===== src/tcmo_params.svh =====
// offsets, field positions, reset values and widths of the capture and match output block
`ifndef TCMO_PARAMS_SVH
`define TCMO_PARAMS_SVH

// register byte offsets
`define TCMO_ADDR_W          8
`define TCMO_OFF_CAP_CTRL    8'h80
`define TCMO_OFF_CAP_VALUE   8'h84
`define TCMO_OFF_OUT_STATE   8'h88
`define TCMO_OFF_IRQ_STATUS  8'ha0
`define TCMO_OFF_IRQ_MASK    8'ha4

// capture_control fields
`define TCMO_CTRL_W          4
`define TCMO_BIT_CAP_RISE    0
`define TCMO_BIT_CAP_FALL    1
`define TCMO_BIT_CAP_IRQ     2
`define TCMO_BIT_CAP_EN      3

// interrupt status and mask fields
`define TCMO_NUM_IRQ         2
`define TCMO_IRQ_CAPTURE     0
`define TCMO_IRQ_MATCH       1

// widths and reset values
`define TCMO_COUNT_W         16
`define TCMO_NUM_OUT         24
`define TCMO_RST_CAP_CTRL    4'h0
`define TCMO_RST_CAP_VALUE   16'h0000
`define TCMO_RST_OUT_BIT     1'b0
`define TCMO_RST_IRQ_BIT     1'b0
`define TCMO_RST_SYNC_BIT    1'b0

`endif


===== src/tcmo_pkg.sv =====
// types shared by the capture and match output block
package tcmo_pkg;

  // per-output action taken when a match value equals the timer count
  typedef enum logic [1:0] {
    TCMO_ACT_NONE   = 2'b00,
    TCMO_ACT_LOW    = 2'b01,
    TCMO_ACT_HIGH   = 2'b10,
    TCMO_ACT_TOGGLE = 2'b11
  } tcmo_action_t;

  function automatic logic tcmo_apply(input tcmo_action_t act, input logic cur);
    logic nxt;
    nxt = cur;
    unique case (act)
      TCMO_ACT_NONE:   nxt = cur;
      TCMO_ACT_LOW:    nxt = 1'b0;
      TCMO_ACT_HIGH:   nxt = 1'b1;
      TCMO_ACT_TOGGLE: nxt = ~cur;
    endcase
    return nxt;
  endfunction

endpackage


===== src/tcmo_edge_sync.sv =====
// two-flop synchroniser for the capture pin with rise and fall detection
`timescale 1ns/1ps
`include "tcmo_params.svh"
module tcmo_edge_sync
  import tcmo_pkg::*;
(
  // clock and reset
  input  wire logic clk_i,
  input  wire logic rst_i,
  // asynchronous pin
  input  wire logic pin_i,
  // one-cycle edge pulses
  output logic      rise_o,
  output logic      fall_o
);

  typedef struct packed {
    logic meta;
    logic sync;
    logic prev;
  } tcmo_sync_state_t;

  tcmo_sync_state_t s_q;
  tcmo_sync_state_t s_d;

  always_comb begin
    s_d      = s_q;
    s_d.meta = pin_i;
    s_d.sync = s_q.meta;
    s_d.prev = s_q.sync;
  end

  always_ff @(posedge clk_i) begin
    if (rst_i) begin
      s_q <= {3{`TCMO_RST_SYNC_BIT}};
    end else begin
      s_q <= s_d;
    end
  end

  // only the second and third stages are compared, so one transition gives one pulse
  assign rise_o = s_q.sync & ~s_q.prev;
  assign fall_o = ~s_q.sync & s_q.prev;

endmodule


===== src/tcmo_irq_ctrl.sv =====
// sticky interrupt status, mask and level interrupt output
`timescale 1ns/1ps
`include "tcmo_params.svh"
module tcmo_irq_ctrl
  import tcmo_pkg::*;
#(
  parameter int NEV = `TCMO_NUM_IRQ
)(
  // clock and reset
  input  wire logic           clk_i,
  input  wire logic           rst_i,
  // events from the block
  input  wire logic [NEV-1:0] event_i,
  // software access
  input  wire logic           wr_status_i,
  input  wire logic           wr_mask_i,
  input  wire logic [NEV-1:0] wdata_i,
  // state
  output logic      [NEV-1:0] status_o,
  output logic      [NEV-1:0] mask_o,
  output logic                irq_o
);

  typedef struct packed {
    logic [NEV-1:0] status;
    logic [NEV-1:0] mask;
    logic           irq;
  } tcmo_irq_state_t;

  tcmo_irq_state_t s_q;
  tcmo_irq_state_t s_d;

  always_comb begin
    s_d = s_q;
    // write one to clear; an event in the same cycle wins over the clear
    if (wr_status_i) begin
      s_d.status = s_q.status & ~wdata_i;
    end
    s_d.status = s_d.status | event_i;
    if (wr_mask_i) begin
      s_d.mask = wdata_i;
    end
    s_d.irq = |(s_d.status & s_d.mask);
  end

  always_ff @(posedge clk_i) begin
    if (rst_i) begin
      s_q <= {(2 * NEV + 1){`TCMO_RST_IRQ_BIT}};
    end else begin
      s_q <= s_d;
    end
  end

  assign status_o = s_q.status;
  assign mask_o   = s_q.mask;
  assign irq_o    = s_q.irq;

endmodule


===== src/tcmo_top.sv =====
// capture register and external match output logic of a 16-bit counter/timer
//
// How it works
// enable bit 3 arms capture, switches pin
// irq enable bit 2 flags each capture load
// falling-select bit 1 captures on high-to-low
// rising-select bit 0 captures on low-to-high
// both selects set capture every edge
// software clears low bits in counter mode
// capture value 16-bit, read-only, resets zero
// output follows state bit outside a match
// pwm mode hands output to pwm logic
// state register 24 r/w bits, upper zero
// only the capture pin loads capture value
// action 01 low, 10 high, 11 toggle
// every match value compared with count continuously
// pin synchronised, edges from consecutive samples
// match action updates state bit, level holds
//
// The plain strobed port was left to the implementer.
`timescale 1ns/1ps
`include "tcmo_params.svh"
module tcmo_top
  import tcmo_pkg::*;
#(
  parameter int NUM_OUT = `TCMO_NUM_OUT,
  parameter int COUNT_W = `TCMO_COUNT_W
)(
  // clock and reset
  input  wire logic                       CLOCK_I,
  input  wire logic                       RST_I,
  // register port
  input  wire logic [`TCMO_ADDR_W-1:0]    ADDR_I,
  input  wire logic [31:0]                WDATA_I,
  input  wire logic                       WR_I,
  input  wire logic                       RD_I,
  output logic      [31:0]                RDATA_O,
  // timer core
  input  wire logic [COUNT_W-1:0]         TIMER_COUNT_I,
  input  wire logic [NUM_OUT*COUNT_W-1:0] MATCH_VALUE_I,
  input  wire logic [2*NUM_OUT-1:0]       OUTPUT_ACTION_SELECT_I,
  input  wire logic [NUM_OUT-1:0]         PWM_MODE_I,
  input  wire logic [NUM_OUT-1:0]         PWM_LEVEL_I,
  // pins
  input  wire logic                       CAPTURE_INPUT_PIN_I,
  output logic                            CAPTURE_PIN_SELECT_O,
  output logic      [NUM_OUT-1:0]         MATCH_OUTPUT_PIN_O,
  // interrupt
  output logic                            IRQ_O
);

  generate
    if (NUM_OUT < 1 || NUM_OUT > 32 || COUNT_W < 1 || COUNT_W > 32) begin : g_bad_param
      $error("tcmo_top: NUM_OUT and COUNT_W must lie in 1..32");
    end
  endgenerate

  ////////////////////////////////////////////////////////////////////////////
  // state

  typedef struct packed {
    logic [`TCMO_CTRL_W-1:0] ctrl;
    logic [COUNT_W-1:0]      captured_count;
    logic [NUM_OUT-1:0]      state_bits;
    logic [NUM_OUT-1:0]      hit;
    logic [NUM_OUT-1:0]      pin_out;
    logic                    pin_select;
    logic [31:0]             rdata;
  } tcmo_top_state_t;

  tcmo_top_state_t s_q;
  tcmo_top_state_t s_d;

  logic                     rise;
  logic                     fall;
  logic                     capture_load;
  logic [NUM_OUT-1:0]       match_eq;
  logic [NUM_OUT-1:0]       match_start;
  logic [NUM_OUT-1:0]       action_level;
  logic [`TCMO_NUM_IRQ-1:0] irq_event;
  logic [`TCMO_NUM_IRQ-1:0] irq_status;
  logic [`TCMO_NUM_IRQ-1:0] irq_mask;
  logic                     irq;
  logic                     wr_status;
  logic                     wr_mask;

  ////////////////////////////////////////////////////////////////////////////
  // capture path

  // the sync chain runs even while capture is off, so arming it mid-level
  // does not fake an edge
  tcmo_edge_sync u_edge_sync (
    .clk_i  (CLOCK_I),
    .rst_i  (RST_I),
    .pin_i  (CAPTURE_INPUT_PIN_I),
    .rise_o (rise),
    .fall_o (fall)
  );

  // both selects together are legal and capture on either edge
  assign capture_load = s_q.ctrl[`TCMO_BIT_CAP_EN]
                      & ((rise & s_q.ctrl[`TCMO_BIT_CAP_RISE])
                      |  (fall & s_q.ctrl[`TCMO_BIT_CAP_FALL]));

  ////////////////////////////////////////////////////////////////////////////
  // match outputs

  genvar gi;
  generate
    for (gi = 0; gi < NUM_OUT; gi++) begin : g_out
      tcmo_action_t act;
      assign act          = tcmo_action_t'(OUTPUT_ACTION_SELECT_I[2*gi +: 2]);
      assign match_eq[gi] = (MATCH_VALUE_I[gi*COUNT_W +: COUNT_W] == TIMER_COUNT_I);
      // act once per match, on its first cycle, so a slow count does not
      // toggle the output on every clock it sits on the match value
      assign match_start[gi] = match_eq[gi] & ~s_q.hit[gi]
                             & (act != TCMO_ACT_NONE) & ~PWM_MODE_I[gi];
      assign action_level[gi] = tcmo_apply(act, s_q.state_bits[gi]);
    end
  endgenerate

  ////////////////////////////////////////////////////////////////////////////
  // interrupts

  assign irq_event[`TCMO_IRQ_CAPTURE] = capture_load & s_q.ctrl[`TCMO_BIT_CAP_IRQ];
  assign irq_event[`TCMO_IRQ_MATCH]   = |match_start;
  assign wr_status = WR_I & (ADDR_I == `TCMO_OFF_IRQ_STATUS);
  assign wr_mask   = WR_I & (ADDR_I == `TCMO_OFF_IRQ_MASK);

  tcmo_irq_ctrl #(
    .NEV (`TCMO_NUM_IRQ)
  ) u_irq_ctrl (
    .clk_i       (CLOCK_I),
    .rst_i       (RST_I),
    .event_i     (irq_event),
    .wr_status_i (wr_status),
    .wr_mask_i   (wr_mask),
    .wdata_i     (WDATA_I[`TCMO_NUM_IRQ-1:0]),
    .status_o    (irq_status),
    .mask_o      (irq_mask),
    .irq_o       (irq)
  );

  ////////////////////////////////////////////////////////////////////////////
  // next state

  always_comb begin
    s_d       = s_q;
    s_d.hit   = match_eq;
    s_d.rdata = 32'h0000_0000;

    // register writes; the capture value has no write path
    if (WR_I) begin
      unique case (ADDR_I)
        `TCMO_OFF_CAP_CTRL: begin
          s_d.ctrl = WDATA_I[`TCMO_CTRL_W-1:0];
        end
        `TCMO_OFF_OUT_STATE: begin
          s_d.state_bits = WDATA_I[NUM_OUT-1:0];
        end
        default: begin
        end
      endcase
    end

    if (capture_load) begin
      s_d.captured_count = TIMER_COUNT_I;
    end

    // a match action beats a software write to the same bit in the same cycle
    for (int i = 0; i < NUM_OUT; i++) begin
      if (match_start[i]) begin
        s_d.state_bits[i] = action_level[i];
      end
    end

    // pwm logic owns the pin when selected; otherwise the state bit drives it
    s_d.pin_out    = (PWM_MODE_I & PWM_LEVEL_I) | (~PWM_MODE_I & s_d.state_bits);
    s_d.pin_select = s_d.ctrl[`TCMO_BIT_CAP_EN];

    // read data stands only in the cycle after the strobe
    if (RD_I) begin
      unique case (ADDR_I)
        `TCMO_OFF_CAP_CTRL: begin
          s_d.rdata[`TCMO_CTRL_W-1:0] = s_q.ctrl;
        end
        `TCMO_OFF_CAP_VALUE: begin
          s_d.rdata[COUNT_W-1:0] = s_q.captured_count;
        end
        `TCMO_OFF_OUT_STATE: begin
          s_d.rdata[NUM_OUT-1:0] = s_q.state_bits;
        end
        `TCMO_OFF_IRQ_STATUS: begin
          s_d.rdata[`TCMO_NUM_IRQ-1:0] = irq_status;
        end
        `TCMO_OFF_IRQ_MASK: begin
          s_d.rdata[`TCMO_NUM_IRQ-1:0] = irq_mask;
        end
        default: begin
        end
      endcase
    end
  end

  always_ff @(posedge CLOCK_I) begin
    if (RST_I) begin
      s_q.ctrl           <= `TCMO_RST_CAP_CTRL;
      s_q.captured_count <= `TCMO_RST_CAP_VALUE;
      s_q.state_bits     <= {NUM_OUT{`TCMO_RST_OUT_BIT}};
      s_q.hit            <= {NUM_OUT{1'b0}};
      s_q.pin_out        <= {NUM_OUT{`TCMO_RST_OUT_BIT}};
      s_q.pin_select     <= 1'b0;
      s_q.rdata          <= 32'h0000_0000;
    end else begin
      s_q <= s_d;
    end
  end

  ////////////////////////////////////////////////////////////////////////////
  // outputs

  assign RDATA_O              = s_q.rdata;
  assign CAPTURE_PIN_SELECT_O = s_q.pin_select;
  assign MATCH_OUTPUT_PIN_O   = s_q.pin_out;
  assign IRQ_O                = irq;

endmodule


===== config.mk =====
export PLATFORM = sky130hd
export DESIGN_NAME = tcmo_top
export DESIGN_NICKNAME = d
export VERILOG_FILES = /design/src/tcmo_pkg.sv /design/src/tcmo_edge_sync.sv /design/src/tcmo_irq_ctrl.sv /design/src/tcmo_top.sv
export VERILOG_INCLUDE_DIRS = /design/src
export SDC_FILE = /design/constraint.sdc
export NUM_CORES = 1
export LEC_CHECK = 0
export ABC_AREA = 1
export BUFFER_PORTS_ARGS = -buffer_cell sky130_fd_sc_hd__buf_4
export CAP_MARGIN = 30
export CORE_AREA = 10 10 224 226
export CTS_CLUSTER_DIAMETER = 200
export DETAILED_ROUTE_END_ITERATION = 6
export DIE_AREA = 0 0 234 236
export RECOVER_POWER = 25
export SLEW_MARGIN = 10
export SYNTH_ARGS = -nofsm -noshare
export SYNTH_HDL_FRONTEND = slang
export SYNTH_SLANG_ARGS = --single-unit

===== constraint.sdc =====
create_clock -name CLOCK_I -period 3.51 [get_ports CLOCK_I]
set_clock_uncertainty 0.15 [all_clocks]
set_input_delay 0.5265 -clock CLOCK_I [delete_from_list [all_inputs] [get_ports CLOCK_I]]
set_output_delay 0.5265 -clock CLOCK_I [all_outputs]
set_load 0.05 [all_outputs]

==> results of run 1 <==
## layout by cell type, fill, tap and decap left out, types with 2 or more instances in the layout
| master | count |
|---|---|
| nand3_1 | 33 |
| conb_1 | 8 |
| inv_4 | 2 |
| nand4_1 | 17 |
| clkinv_2 | 2 |
| nor3_1 | 25 |
| bufinv_16 | 2 |
| buf_4 | 565 |
| dfxtp_1 | 124 |
| a31oi_1 | 7 |
| inv_2 | 9 |
| clkbuf_1 | 42 |
| inv_1 | 294 |
| nor2_1 | 356 |
| xnor2_1 | 38 |
| o32ai_1 | 7 |
| o211ai_2 | 9 |
| o21ai_1 | 25 |
| clkbuf_8 | 4 |
| clkbuf_16 | 17 |
| or2_0 | 6 |
| o22ai_1 | 8 |
| xor2_1 | 174 |
| nand2_1 | 745 |
| a21oi_1 | 43 |
| o21ai_0 | 52 |
## flip-flops by register name, summed over array words and instances, names as in the netlist
signal / flops
u_irq_ctrl.irq_o: 1
RDATA_O: 24
MATCH_OUTPUT_PIN_O: 24
u_edge_sync.s_d: 2
u_irq_ctrl.status_o: 2
s_q: 68
u_edge_sync.s_q: 1
u_irq_ctrl.mask_o: 2
## power by group through the flow
stage	Sequential [µW]	Combinational, µW	Clock (µW)
2_1_floorplan	1460	764	0
3_3_place_gp	1460	1440	0
3_5_place_dp	1460	1460	0
4_1_cts	1430	1460	1820
5_1_grt	1430	1600	1870
6_report	1430	1440	1770
## final cells by class
type                            instances  area [µm²]
Tap cell                              607       759.5
Clock buffer                           24       491.7
Fill cell                            5097       29080
Clock inverter                          6       86.33
Timing Repair Buffer                  606        4400
Inverter                              305        1150
Sequential cell                       124        2482
Multi-Input combinational cell       1564        7411
## worst max-delay path, cell delays in order
cell	delay [ns]
buf_4	0.34
inv_4	0.20
nand2_1	0.10
nand2_1	0.06
nor2_1	0.11
nand2_1	0.06
nor2_1	0.41
nand3_1	0.38
or2_1	0.33
a21oi_1	0.16
## synth_stat cells (all sizes together)
master    n
and3      1
buf     119
nand3    33
mux2i     1
nor3     25
a211oi    1
dfxtp   124
o221ai    1
o21ai    77
o22ai     8
nor2    358
xnor2    38
a31oi     7
or2       8
o32ai     7
nand4    17
conb      1
clkbuf   16
xor2    174
nand2   746
a21oi    43
inv     305
o211ai   10
a22oi     1
## final timing paths
path | start | endpoint | slack [ns] | depth (start not counted)
setup / recovery | TIMER_COUNT_I[2] | s_q[103] | 0.98 | 10
hold / removal | PWM_MODE_I[12] | MATCH_OUTPUT_PIN_O[12] | 0.16 | 3
setup reg to reg | s_q[121] | u_irq_ctrl.irq_o | 1.38 | 8
hold reg to reg | u_edge_sync.s_d[1] | u_edge_sync.s_d[0] | 0.26 | 2
## through the flow
step | setup WS (ns) | cells | total power, µW | hold slack [ns]
after floorplan | 1.510 | 2128 | 2223 | 0.2383
after global placement | 0.5269 | 3206 | 2903 | 0.2627
after detailed placement | 0.4772 | 3206 | 2921 | 0.2660
after CTS | 0.9232 | 3236 | 4714 | 0.1477
after global routing | 0.7072 | 3236 | 4905 | 0.1574
final | 0.9779 | 3236 | 4644 | 0.1645
## per-layer routing
layer / vias up / share of wire [%] / global-route usage (%)
li1: 7223 / - / -
met4: 10 / 2.5 / 6.080
met1: 6159 / 40 / 24.84
met3: 73 / 7.4 / 5.474
met5: - / 0.11 / 0
met2: 488 / 50 / 39.22
## kinds of logic after synthesis
logic type | synth area share, %
flip-flops | 20.68
buffers and inverters | 17.78
AND/OR/NAND/NOR | 38.46
XOR/XNOR | 15.47
other | 0.03124
AO/OA/AOI/OAI | 7.494
multiplexers | 0.08339
==> key figures, run 1 <==
Outcome
  – Outcome: finished with violations
  – Violated checks: max-capacitance violations, max-slew violations

Timing
  – Tcrit/Tclk final: 72.14%
  – Setup TNS Final: 0 ns
  – Final Hold Fails: 0
  – Tmin final: 2.532 ns
  – Final-report max-slew violation count: 78
  – Final number of setup-violating endpoints: 0
  – Normalized max-slew margin: -25.65%
  – Worst-Margin Slew: 1.885 ns
  – Unrepaired setup endpoints after global routing: no
  – Max Clock Freq: 394.9 MHz

Yosys
  – Yosys top cell by area: nand2_1
  – Sequential fraction of the synthesis area: 20.68%
  – Post-Synthesis Cells: 2121
  – Yosys cell types: 36
  – Synth top area share: 23.30%
  – Register bit total from synthesis: 124
  – Top post-synthesis cells by area: nand2_1, dfxtp_1, xor2_1
  – Synth Warn #: 0
  – Post-Syn Area: 12000 µm²
  – Mapped Avg Cell Area: 5.660 µm²

GRT
  – First-pass GRT wire length: 89.70 mm
  – Largest net degree at the start of global routing: 78
  – Initial antenna violation count: 5
  – All-Layer GR Usage: 21.83%
  – Number of global-route vias before repair: 14210
  – GRT overflow: 0

Placement
  – Routability congestion estimate: 0.9210
  – Placed cell area: 16350 µm²
  – Dpl hpwl: 53.46 mm
  – IO Port Bufs: 582

Pwr
  – Clk network pwr share: 38.1%
  – Leakage power: 0.009382 µW
  – Pwr dens: 276.7 nW/µm²
  – Share of power burned in registers: 30.8%
  – VDD IR max: 0.2725 mV
  – Gate power share: 31.0%
  – Switching part of the total: 30.83%
  – Sw Pwr: 1431 µW
  – Internal power: 3212 µW

Critical path
  – Crit path max fanout: 26
  – CP Capture Type: flip-flop
  – Required @ worst endpoint: 3.68 ns
  – WS Path Type: in2reg
  – Crit start category: primary input
  – Worst EP arrival: 2.70 ns

Drt
  – Via count: 13950
  – Routed WL: 62.76 mm
  – Number of vias per cell: 4.312
  – Wire length per cell: 19.40 µm
  – Drt initial violations: 694
  – Router iterations before antenna repair: 5
  – DR DRC count: 0
  – ANT nets after route: 0

Finish
  – Cell area after layout: 16780 µm²
  – Nets: 3159
  – Antenna Cells: 0
  – Fin util: 36.59%
  – Syn-to-layout area delta: 39.80%
  – Layout cell share with drive strength beyond 1: 23.55%

Clock network
  – H-tree levels: 4
  – CTS tree: built
  – Clk Tree Root Cell: clkbuf_16
  – Cts bufs inserted: 17
  – CTS sink count: 124
  – Clock latency on the worst-skew pair: 0.43 ns
  – Post_cts resized: 0
  – Postcts setup bufs: 0
  – Hold Buf Count CTS: 0
  – Max clock buf depth: 2
  – CTS clk-pin slew, worst paths: 0.06 ns

Floorplan
  – Placement row count: 79
  – Initial Util: 26.17%
  – Chip height: 236 µm
  – IO Count: 599
  – Core area: 45860 µm²
  – Die area: 55220 µm²
  – Die W: 234 µm

Run
  – Max-Cap Viols: 1

Min path
  – Worst hold path type: in2reg
(Power assumes the default switching activity.)
==> run 2, diff against run 1 <==
--- a/config.mk
+++ b/config.mk
@@ -9,10 +9,10 @@
 export ABC_AREA = 1
 export BUFFER_PORTS_ARGS = -buffer_cell sky130_fd_sc_hd__buf_4
 export CAP_MARGIN = 30
-export CORE_AREA = 10 10 224 226
+export CORE_AREA = 10 10 223 225
 export CTS_CLUSTER_DIAMETER = 200
 export DETAILED_ROUTE_END_ITERATION = 6
-export DIE_AREA = 0 0 234 236
+export DIE_AREA = 0 0 233 235
 export RECOVER_POWER = 25
 export SLEW_MARGIN = 10
 export SYNTH_ARGS = -nofsm -noshare
==> constraint.sdc (replaced) <==
create_clock -name CLOCK_I -period 2.1 [get_ports CLOCK_I]
set_clock_uncertainty 0.15 [all_clocks]
set_input_delay 0.315 -clock CLOCK_I [delete_from_list [all_inputs] [get_ports CLOCK_I]]
set_output_delay 0.315 -clock CLOCK_I [all_outputs]
set_load 0.05 [all_outputs]
==> key figures, run 2 (synthesized netlist as in run 1, its figures left out) <==
GRT
  – First-pass GRT wire length: 93.65 mm (+4.4%)
  – Largest net degree at the start of global routing: 78 (unchanged)
  – Initial antenna violation count: 3 (-2)
  – All-Layer GR Usage: 22.82% (+1.0 points)
  – GRT overflow: 0 (unchanged)
  – Number of global-route vias before repair: 14870 (+4.7%)

Clock network
  – Cts bufs inserted: 17 (unchanged)
  – Max clock buf depth: 2 (unchanged)
  – Clk Tree Root Cell: clkbuf_16
  – CTS clk-pin slew, worst paths: 0.07 ns (about the same)
  – H-tree levels: 4 (unchanged)
  – CTS tree: built
  – CTS sink count: 124 (unchanged)
  – Clock latency on the worst-skew pair: 0.43 ns (about the same)

Timing
  – Normalized max-slew margin: 56.11% (+82 points)
  – Tmin final: 2.002 ns
  – WHS: 0.02809 ns (-0.1364 ns)
  – Final-report max-slew violation count: 0 (-100%)
  – Unrepaired setup endpoints after global routing: no
  – Final Hold Fails: 0 (unchanged)
  – Worst setup margin: 0.09848 ns (-0.8794 ns)
  – Final number of setup-violating endpoints: 0 (unchanged)
  – Worst-Margin Slew: 0.6611 ns (-1.224 ns)
  – Max Clock Freq: 499.6 MHz
  – Tcrit/Tclk final: 95.31%

Drt
  – Via count: 14670 (+5.1%)
  – Router iterations before antenna repair: 5 (unchanged)
  – Routed WL: 65.30 mm (+4.0%)
  – DR DRC count: 0 (unchanged)
  – ANT nets after route: 0 (unchanged)
  – Wire length per cell: 19.21 µm (-0.96%)
  – Drt initial violations: 933 (+34%)
  – Number of vias per cell: 4.316 (about the same)

Floorplan
  – Placement row count: 78 (-1.3%)
  – Die area: 54760 µm² (-0.85%)
  – Die W: 233 µm (-0.43%)
  – Core area: 45090 µm² (-1.7%)
  – Initial Util: 26.62% (+0.45 points)
  – IO Count: 599 (unchanged)
  – Chip height: 235 µm (-0.42%)

Finish
  – Cell area after layout: 18430 µm² (+9.8%)
  – Most frequent cells in the layout: nand2_1, buf_4, nor2_1, inv_1, xor2_1
  – Biggest register: s_q
  – Max FFs per register: 68 (unchanged)
  – Fillers: 4913 (-3.6%)
  – Syn-to-layout area delta: 53.53%
  – Nets: 3325 (+5.3%)
  – Fin util: 40.88% (+4.3 points)
  – Commonest non-fill, non-tap cell in the layout: nand2_1
  – Layout cell share with drive strength beyond 1: 28.32% (+4.8 points)

Min path
  – Worst hold path type: in2reg

Critical path
  – Required @ worst endpoint: 2.32 ns (-1.36 ns)
  – Crit start category: primary input
  – Crit path max fanout: 8 (-69%)
  – R2r setup slk: 0.32 ns (-1.06 ns)
  – CP Capture Type: flip-flop
  – Worst EP arrival: 2.22 ns (-0.48 ns)
  – WS Path Type: in2reg

Run
  – Max-Cap Viols: 0 (-1)

Outcome
  – Outcome: complete, no violations

Placement
  – Placed cell area: 17780 µm² (+8.7%)
  – Routability congestion estimate: 0.9444 (+2.5%)
  – Pre-CTS setup slack: -0.3876 ns (-0.8648 ns)
  – Dpl hpwl: 56.76 mm (+6.2%)
  – IO Port Bufs: 582 (unchanged)

Pwr
  – VDD IR max: 0.5027 mV (+84%)
  – Pwr dens: 446.1 nW/µm² (+61%)
  – Leakage power: 0.01035 µW (+10%)
[run 2: changes by cell type in the layout (fill, tap and decap cells not counted), sizes merged]
cell and change:
buf +164, bufinv +1, clkbuf -17, clkinv -1, diode +2, dlygate4sd3 +12, inv +9
[run 2: metal layers]
metal / GRT usage [%] / part of all wire, %
met3: 5.418 / 7.1
met2: 41.42 / 50
met1: 26.52 / 41
met4: 4.571 / 1.8
met5: 0 / 0.020
[run 2: timing repair]
action,4_1_cts,5_1_grt
buffers inserted,0,0
resized for setup,0,10
hold buffers,12,0
endpoints found under the hold margin,12,0
setup endpoints to repair,0,6
[run 2: final timing paths]
| kind | startpoint | endpoint | cells past startpoint |
|---|---|---|---|
| hold / removal | PWM_MODE_I[17] | MATCH_OUTPUT_PIN_O[17] | 5 |
| setup reg to reg | s_q[121] | u_irq_ctrl.irq_o | 9 |
| hold reg to reg | u_edge_sync.s_d[1] | u_edge_sync.s_d[0] | 2 |
| setup / recovery | TIMER_COUNT_I[0] | u_irq_ctrl.irq_o | 17 |
[run 2: final cells by class]
type | count | area (µm²) | share of cell area (%)
multi-input combinational | 1564 | 7425 | 40.29
timing repair buffer | 772 | 5988 | 32.49
sequential | 124 | 2482 | 13.47
inverter | 305 | 1155 | 6.266
tap | 600 | 750.7 | 4.073
clock buffer | 17 | 425.4 | 2.308
clock inverter | 15 | 198.9 | 1.079
antenna | 2 | 5.005 | 0.02716
[run 2: critical path, cell delays in order]
cell and delay (ns):
buf_4 0.13, buf_12 0.14, buf_4 0.15, nand2_1 0.06
nand2_1 0.04, nor2_1 0.10, nand2_1 0.06, nor2_1 0.41
buf_12 0.17, nand3_1 0.11, nand2_1 0.13, nor2_1 0.05
nand2_1 0.10, nor2_1 0.07, nand2_1 0.06, nand2_1 0.05
nand2_1 0.06
[run 2: through the flow]
stage	total power, µW	TNS (ns)	cells
6_report	8221	0	3399
5_1_grt	8637	0	3398
4_1_cts	8300	0	3397
3_5_place_dp	5102	-9.156	3353
3_3_place_gp	5075	-8.172	3353
2_1_floorplan	3716	0	2128
[run 2: where the power goes]
group	switching, µW	internal [µW]	total, µW
logic	1350	1320	2670
clock network	1250	1910	3160
registers	10.7	2380	2390
==> run 3, diff against run 2 <==
--- a/config.mk
+++ b/config.mk
@@ -9,12 +9,12 @@
 export ABC_AREA = 1
 export BUFFER_PORTS_ARGS = -buffer_cell sky130_fd_sc_hd__buf_4
 export CAP_MARGIN = 30
-export CORE_AREA = 10 10 223 225
+export CORE_AREA = 2 2 235 237
 export CTS_CLUSTER_DIAMETER = 200
 export DETAILED_ROUTE_END_ITERATION = 6
-export DIE_AREA = 0 0 233 235
+export DIE_AREA = 0 0 237 239
 export RECOVER_POWER = 25
-export SLEW_MARGIN = 10
+export SLEW_MARGIN = 20
 export SYNTH_ARGS = -nofsm -noshare
 export SYNTH_HDL_FRONTEND = slang
 export SYNTH_SLANG_ARGS = --single-unit
==> key figures, run 3 (synthesized netlist as in run 1, its figures left out) <==
Finish
  – Commonest non-fill, non-tap cell in the layout: nand2_1
  – Max FFs per register: 68 (unchanged)
  – Multi-input gate area in the final layout: 7406 µm² (-0.25%)
  – Layout cell share with drive strength beyond 1: 28.92% (+0.61 points)
  – Biggest register: s_q
  – FF+latch area: 2482 µm² (unchanged)
  – Syn-to-layout area delta: 55.24%
  – Nets: 3346 (+0.63%)
  – Cell area after layout: 18640 µm² (+1.1%)
  – Most frequent cells in the layout: nand2_1, buf_4, nor2_1, inv_1, xor2_1
  – Fillers: 5983 (+22%)

Floorplan
  – Initial Util: 22.09% (-4.5 points)
  – Die W: 237 µm (+1.7%)
  – IO Count: 599 (unchanged)
  – Chip height: 239 µm (+1.7%)
  – Die area: 56640 µm² (+3.4%)
  – Placement row count: 86 (+10%)
  – Core area: 54340 µm² (+21%)

Critical path
  – Crit start category: primary input
  – Reg2Reg Launch Point: s_q[64]
  – Crit path launch: TIMER_COUNT_I[4]
  – Crit path max fanout: 19 (+11)
  – Reg2Reg Depth: 9 (unchanged)
  – Worst EP arrival: 2.17 ns (-0.05 ns)
  – R2r setup slk: 0.57 ns (+0.25 ns)
  – Required @ worst endpoint: 2.27 ns (-0.05 ns)
  – Worst reg2reg endpoint: u_irq_ctrl.irq_o
  – CP Capture Type: flip-flop
  – WS Path Type: in2reg

Placement
  – Placed cell area: 18010 µm² (+1.3%)
  – Dpl hpwl: 51.83 mm (-8.7%)
  – IO Port Bufs: 582 (unchanged)
  – Routability congestion estimate: 0.9296 (-1.6%)

Pwr
  – Gate power share: 33.2% (+0.8 points)
  – Leakage power: 0.01046 µW (+0.98%)
  – Clk network pwr share: 36.9% (-1.6 points)
  – Total Power: 7999 µW (-2.7%)
  – Pwr dens: 429.2 nW/µm² (-3.8%)
  – Switching part of the total: 32.44% (+0.71 points)
  – Internal power: 5404 µW (-3.7%)
  – Share of power burned in registers: 29.9% (+0.8 points)
  – Sw Pwr: 2595 µW (-0.52%)
  – VDD IR max: 0.4194 mV (-17%)

Drt
  – Drt initial violations: 627 (-33%)
  – Via count: 14350 (-2.2%)
  – Number of vias per cell: 4.074 (-5.6%)
  – Wire length per cell: 16.88 µm (-12%)
  – Router iterations before antenna repair: 5 (unchanged)
  – ANT nets after route: 0 (unchanged)
  – Routed WL: 59.46 mm (-8.9%)
  – DR DRC count: 0 (unchanged)

Clock network
  – Max clock buf depth: 2 (unchanged)
  – Clk Tree Root Cell: clkbuf_16
  – CTS tree: built
  – CTS clk-pin slew, worst paths: 0.06 ns (about the same)
  – H-tree levels: 4 (unchanged)
  – Clock latency on the worst-skew pair: 0.43 ns (about the same)
  – CTS sink count: 124 (unchanged)
  – Postcts setup bufs: 0 (unchanged)
  – Cts bufs inserted: 17 (unchanged)

Min path
  – Worst hold path type: in2reg
  – Hold path depth: 5 (unchanged)
  – Hold Path End: MATCH_OUTPUT_PIN_O[3]
  – Hold Path Origin: PWM_MODE_I[3]

Timing
  – Final-report max-slew violation count: 0 (unchanged)
  – Unrepaired setup endpoints after global routing: no
  – Tmin final: 1.995 ns (-0.006985 ns)
  – WHS: 0.03383 ns (+0.005743 ns)
  – Final number of setup-violating endpoints: 0 (unchanged)
  – Max Clock Freq: 501.4 MHz (+0.35%)
  – Final Hold Fails: 0 (unchanged)
  – Tcrit/Tclk final: 94.98% (-0.33 points)
  – Normalized max-slew margin: 54.10% (-2.0 points)
  – Worst-Margin Slew: 0.6885 ns (+0.02739 ns)

GRT
  – Number of global-route vias before repair: 13710 (-7.8%)
  – GRT overflow: 0 (unchanged)
  – Largest net degree at the start of global routing: 57 (-27%)
  – Initial antenna violation count: 3 (unchanged)
  – All-Layer GR Usage: 20.46% (-2.4 points)
  – First-pass GRT wire length: 84.84 mm (-9.4%)

Outcome
  – Outcome: complete, no violations

Run
  – Max-Cap Viols: 0 (unchanged)
[run 3: cell types whose count changed in the layout (fill, tap and decap cells not counted), sizes merged]
cell,previous run,this run
diode,2,1
bufinv,3,1
inv,314,310
buf,729,757
clkbuf,48,41
dlygate4sd3,12,14
clkinvlp,1,3
clkinv,2,4
[run 3: final cells by class]
| class | instances | share of cell area, % |
|---|---|---|
| multi-input combinational | 1564 | 39.74 |
| timing repair buffer | 793 | 32.95 |
| sequential | 124 | 13.32 |
| inverter | 305 | 6.177 |
| tap | 704 | 4.727 |
| clock buffer | 19 | 2.377 |
| clock inverter | 13 | 0.6983 |
| antenna | 1 | 0.01343 |
[run 3: power by group through the flow]
stage                     Clock [µW]  Sequential, µW  Combinational, µW
after detailed placement           0            2440               2660
final                           2950            2390               2660
after global placement             0            2440               2650
after CTS                       3040            2390               2690
after floorplan                    0            2440               1280
after global routing            3130            2390               2940
[run 3: critical path, stage by stage]
cell and delay [ns]:
buf_4 0.13, buf_12 0.16, nand2_1 0.07, nand2_1 0.06, nor2_1 0.11, nand2_1 0.06
nor2_1 0.22, buf_4 0.17, nand2_1 0.18, buf_4 0.20, o21ai_1 0.18, nand2_1 0.12
o21ai_1 0.13, inv_1 0.05
[run 3: worst max-delay path by stage]
stage	endpoint	depth (start not counted)	slack (ns)
after floorplan	MATCH_OUTPUT_PIN_O[18]	10	0.31
after global placement	u_irq_ctrl.irq_o	17	-0.31
after detailed placement	u_irq_ctrl.irq_o	17	-0.31
after CTS	u_irq_ctrl.irq_o	16	0.14
after global routing	u_irq_ctrl.irq_o	16	0.01
final	MATCH_OUTPUT_PIN_O[0]	14	0.11
[run 3: timing repair]
| action | in CTS | in global routing |
|---|---|---|
| endpoints found under the hold margin | 14 | 0 |
| hold buffers | 14 | 0 |
| gates resized for setup | 0 | 2 |
| endpoints found under the setup margin | 0 | 2 |
[run 3: routing by layer]
layer	up-vias	GRT usage, %	wire [µm]
met5	-	0	27
met4	4	3.721	797
met3	35	3.949	3344
met2	430	37.67	29860
met1	6265	24.72	25430
li1	7620	-	-
[run 3: through the flow]
stage / setup WS (ns) / setup TNS, ns / cells / util, %
6_report: 0.1055 / 0 / 3523 / 34.29
5_1_grt: 0.01178 / 0 / 3523 / 34.29
4_1_cts: 0.1381 / 0 / 3522 / 34.46
3_5_place_dp: -0.3137 / -6.520 / 3476 / 33.15
3_3_place_gp: -0.3139 / -6.164 / 3476 / 33.15
2_1_floorplan: 0.3119 / 0 / 2128 / -
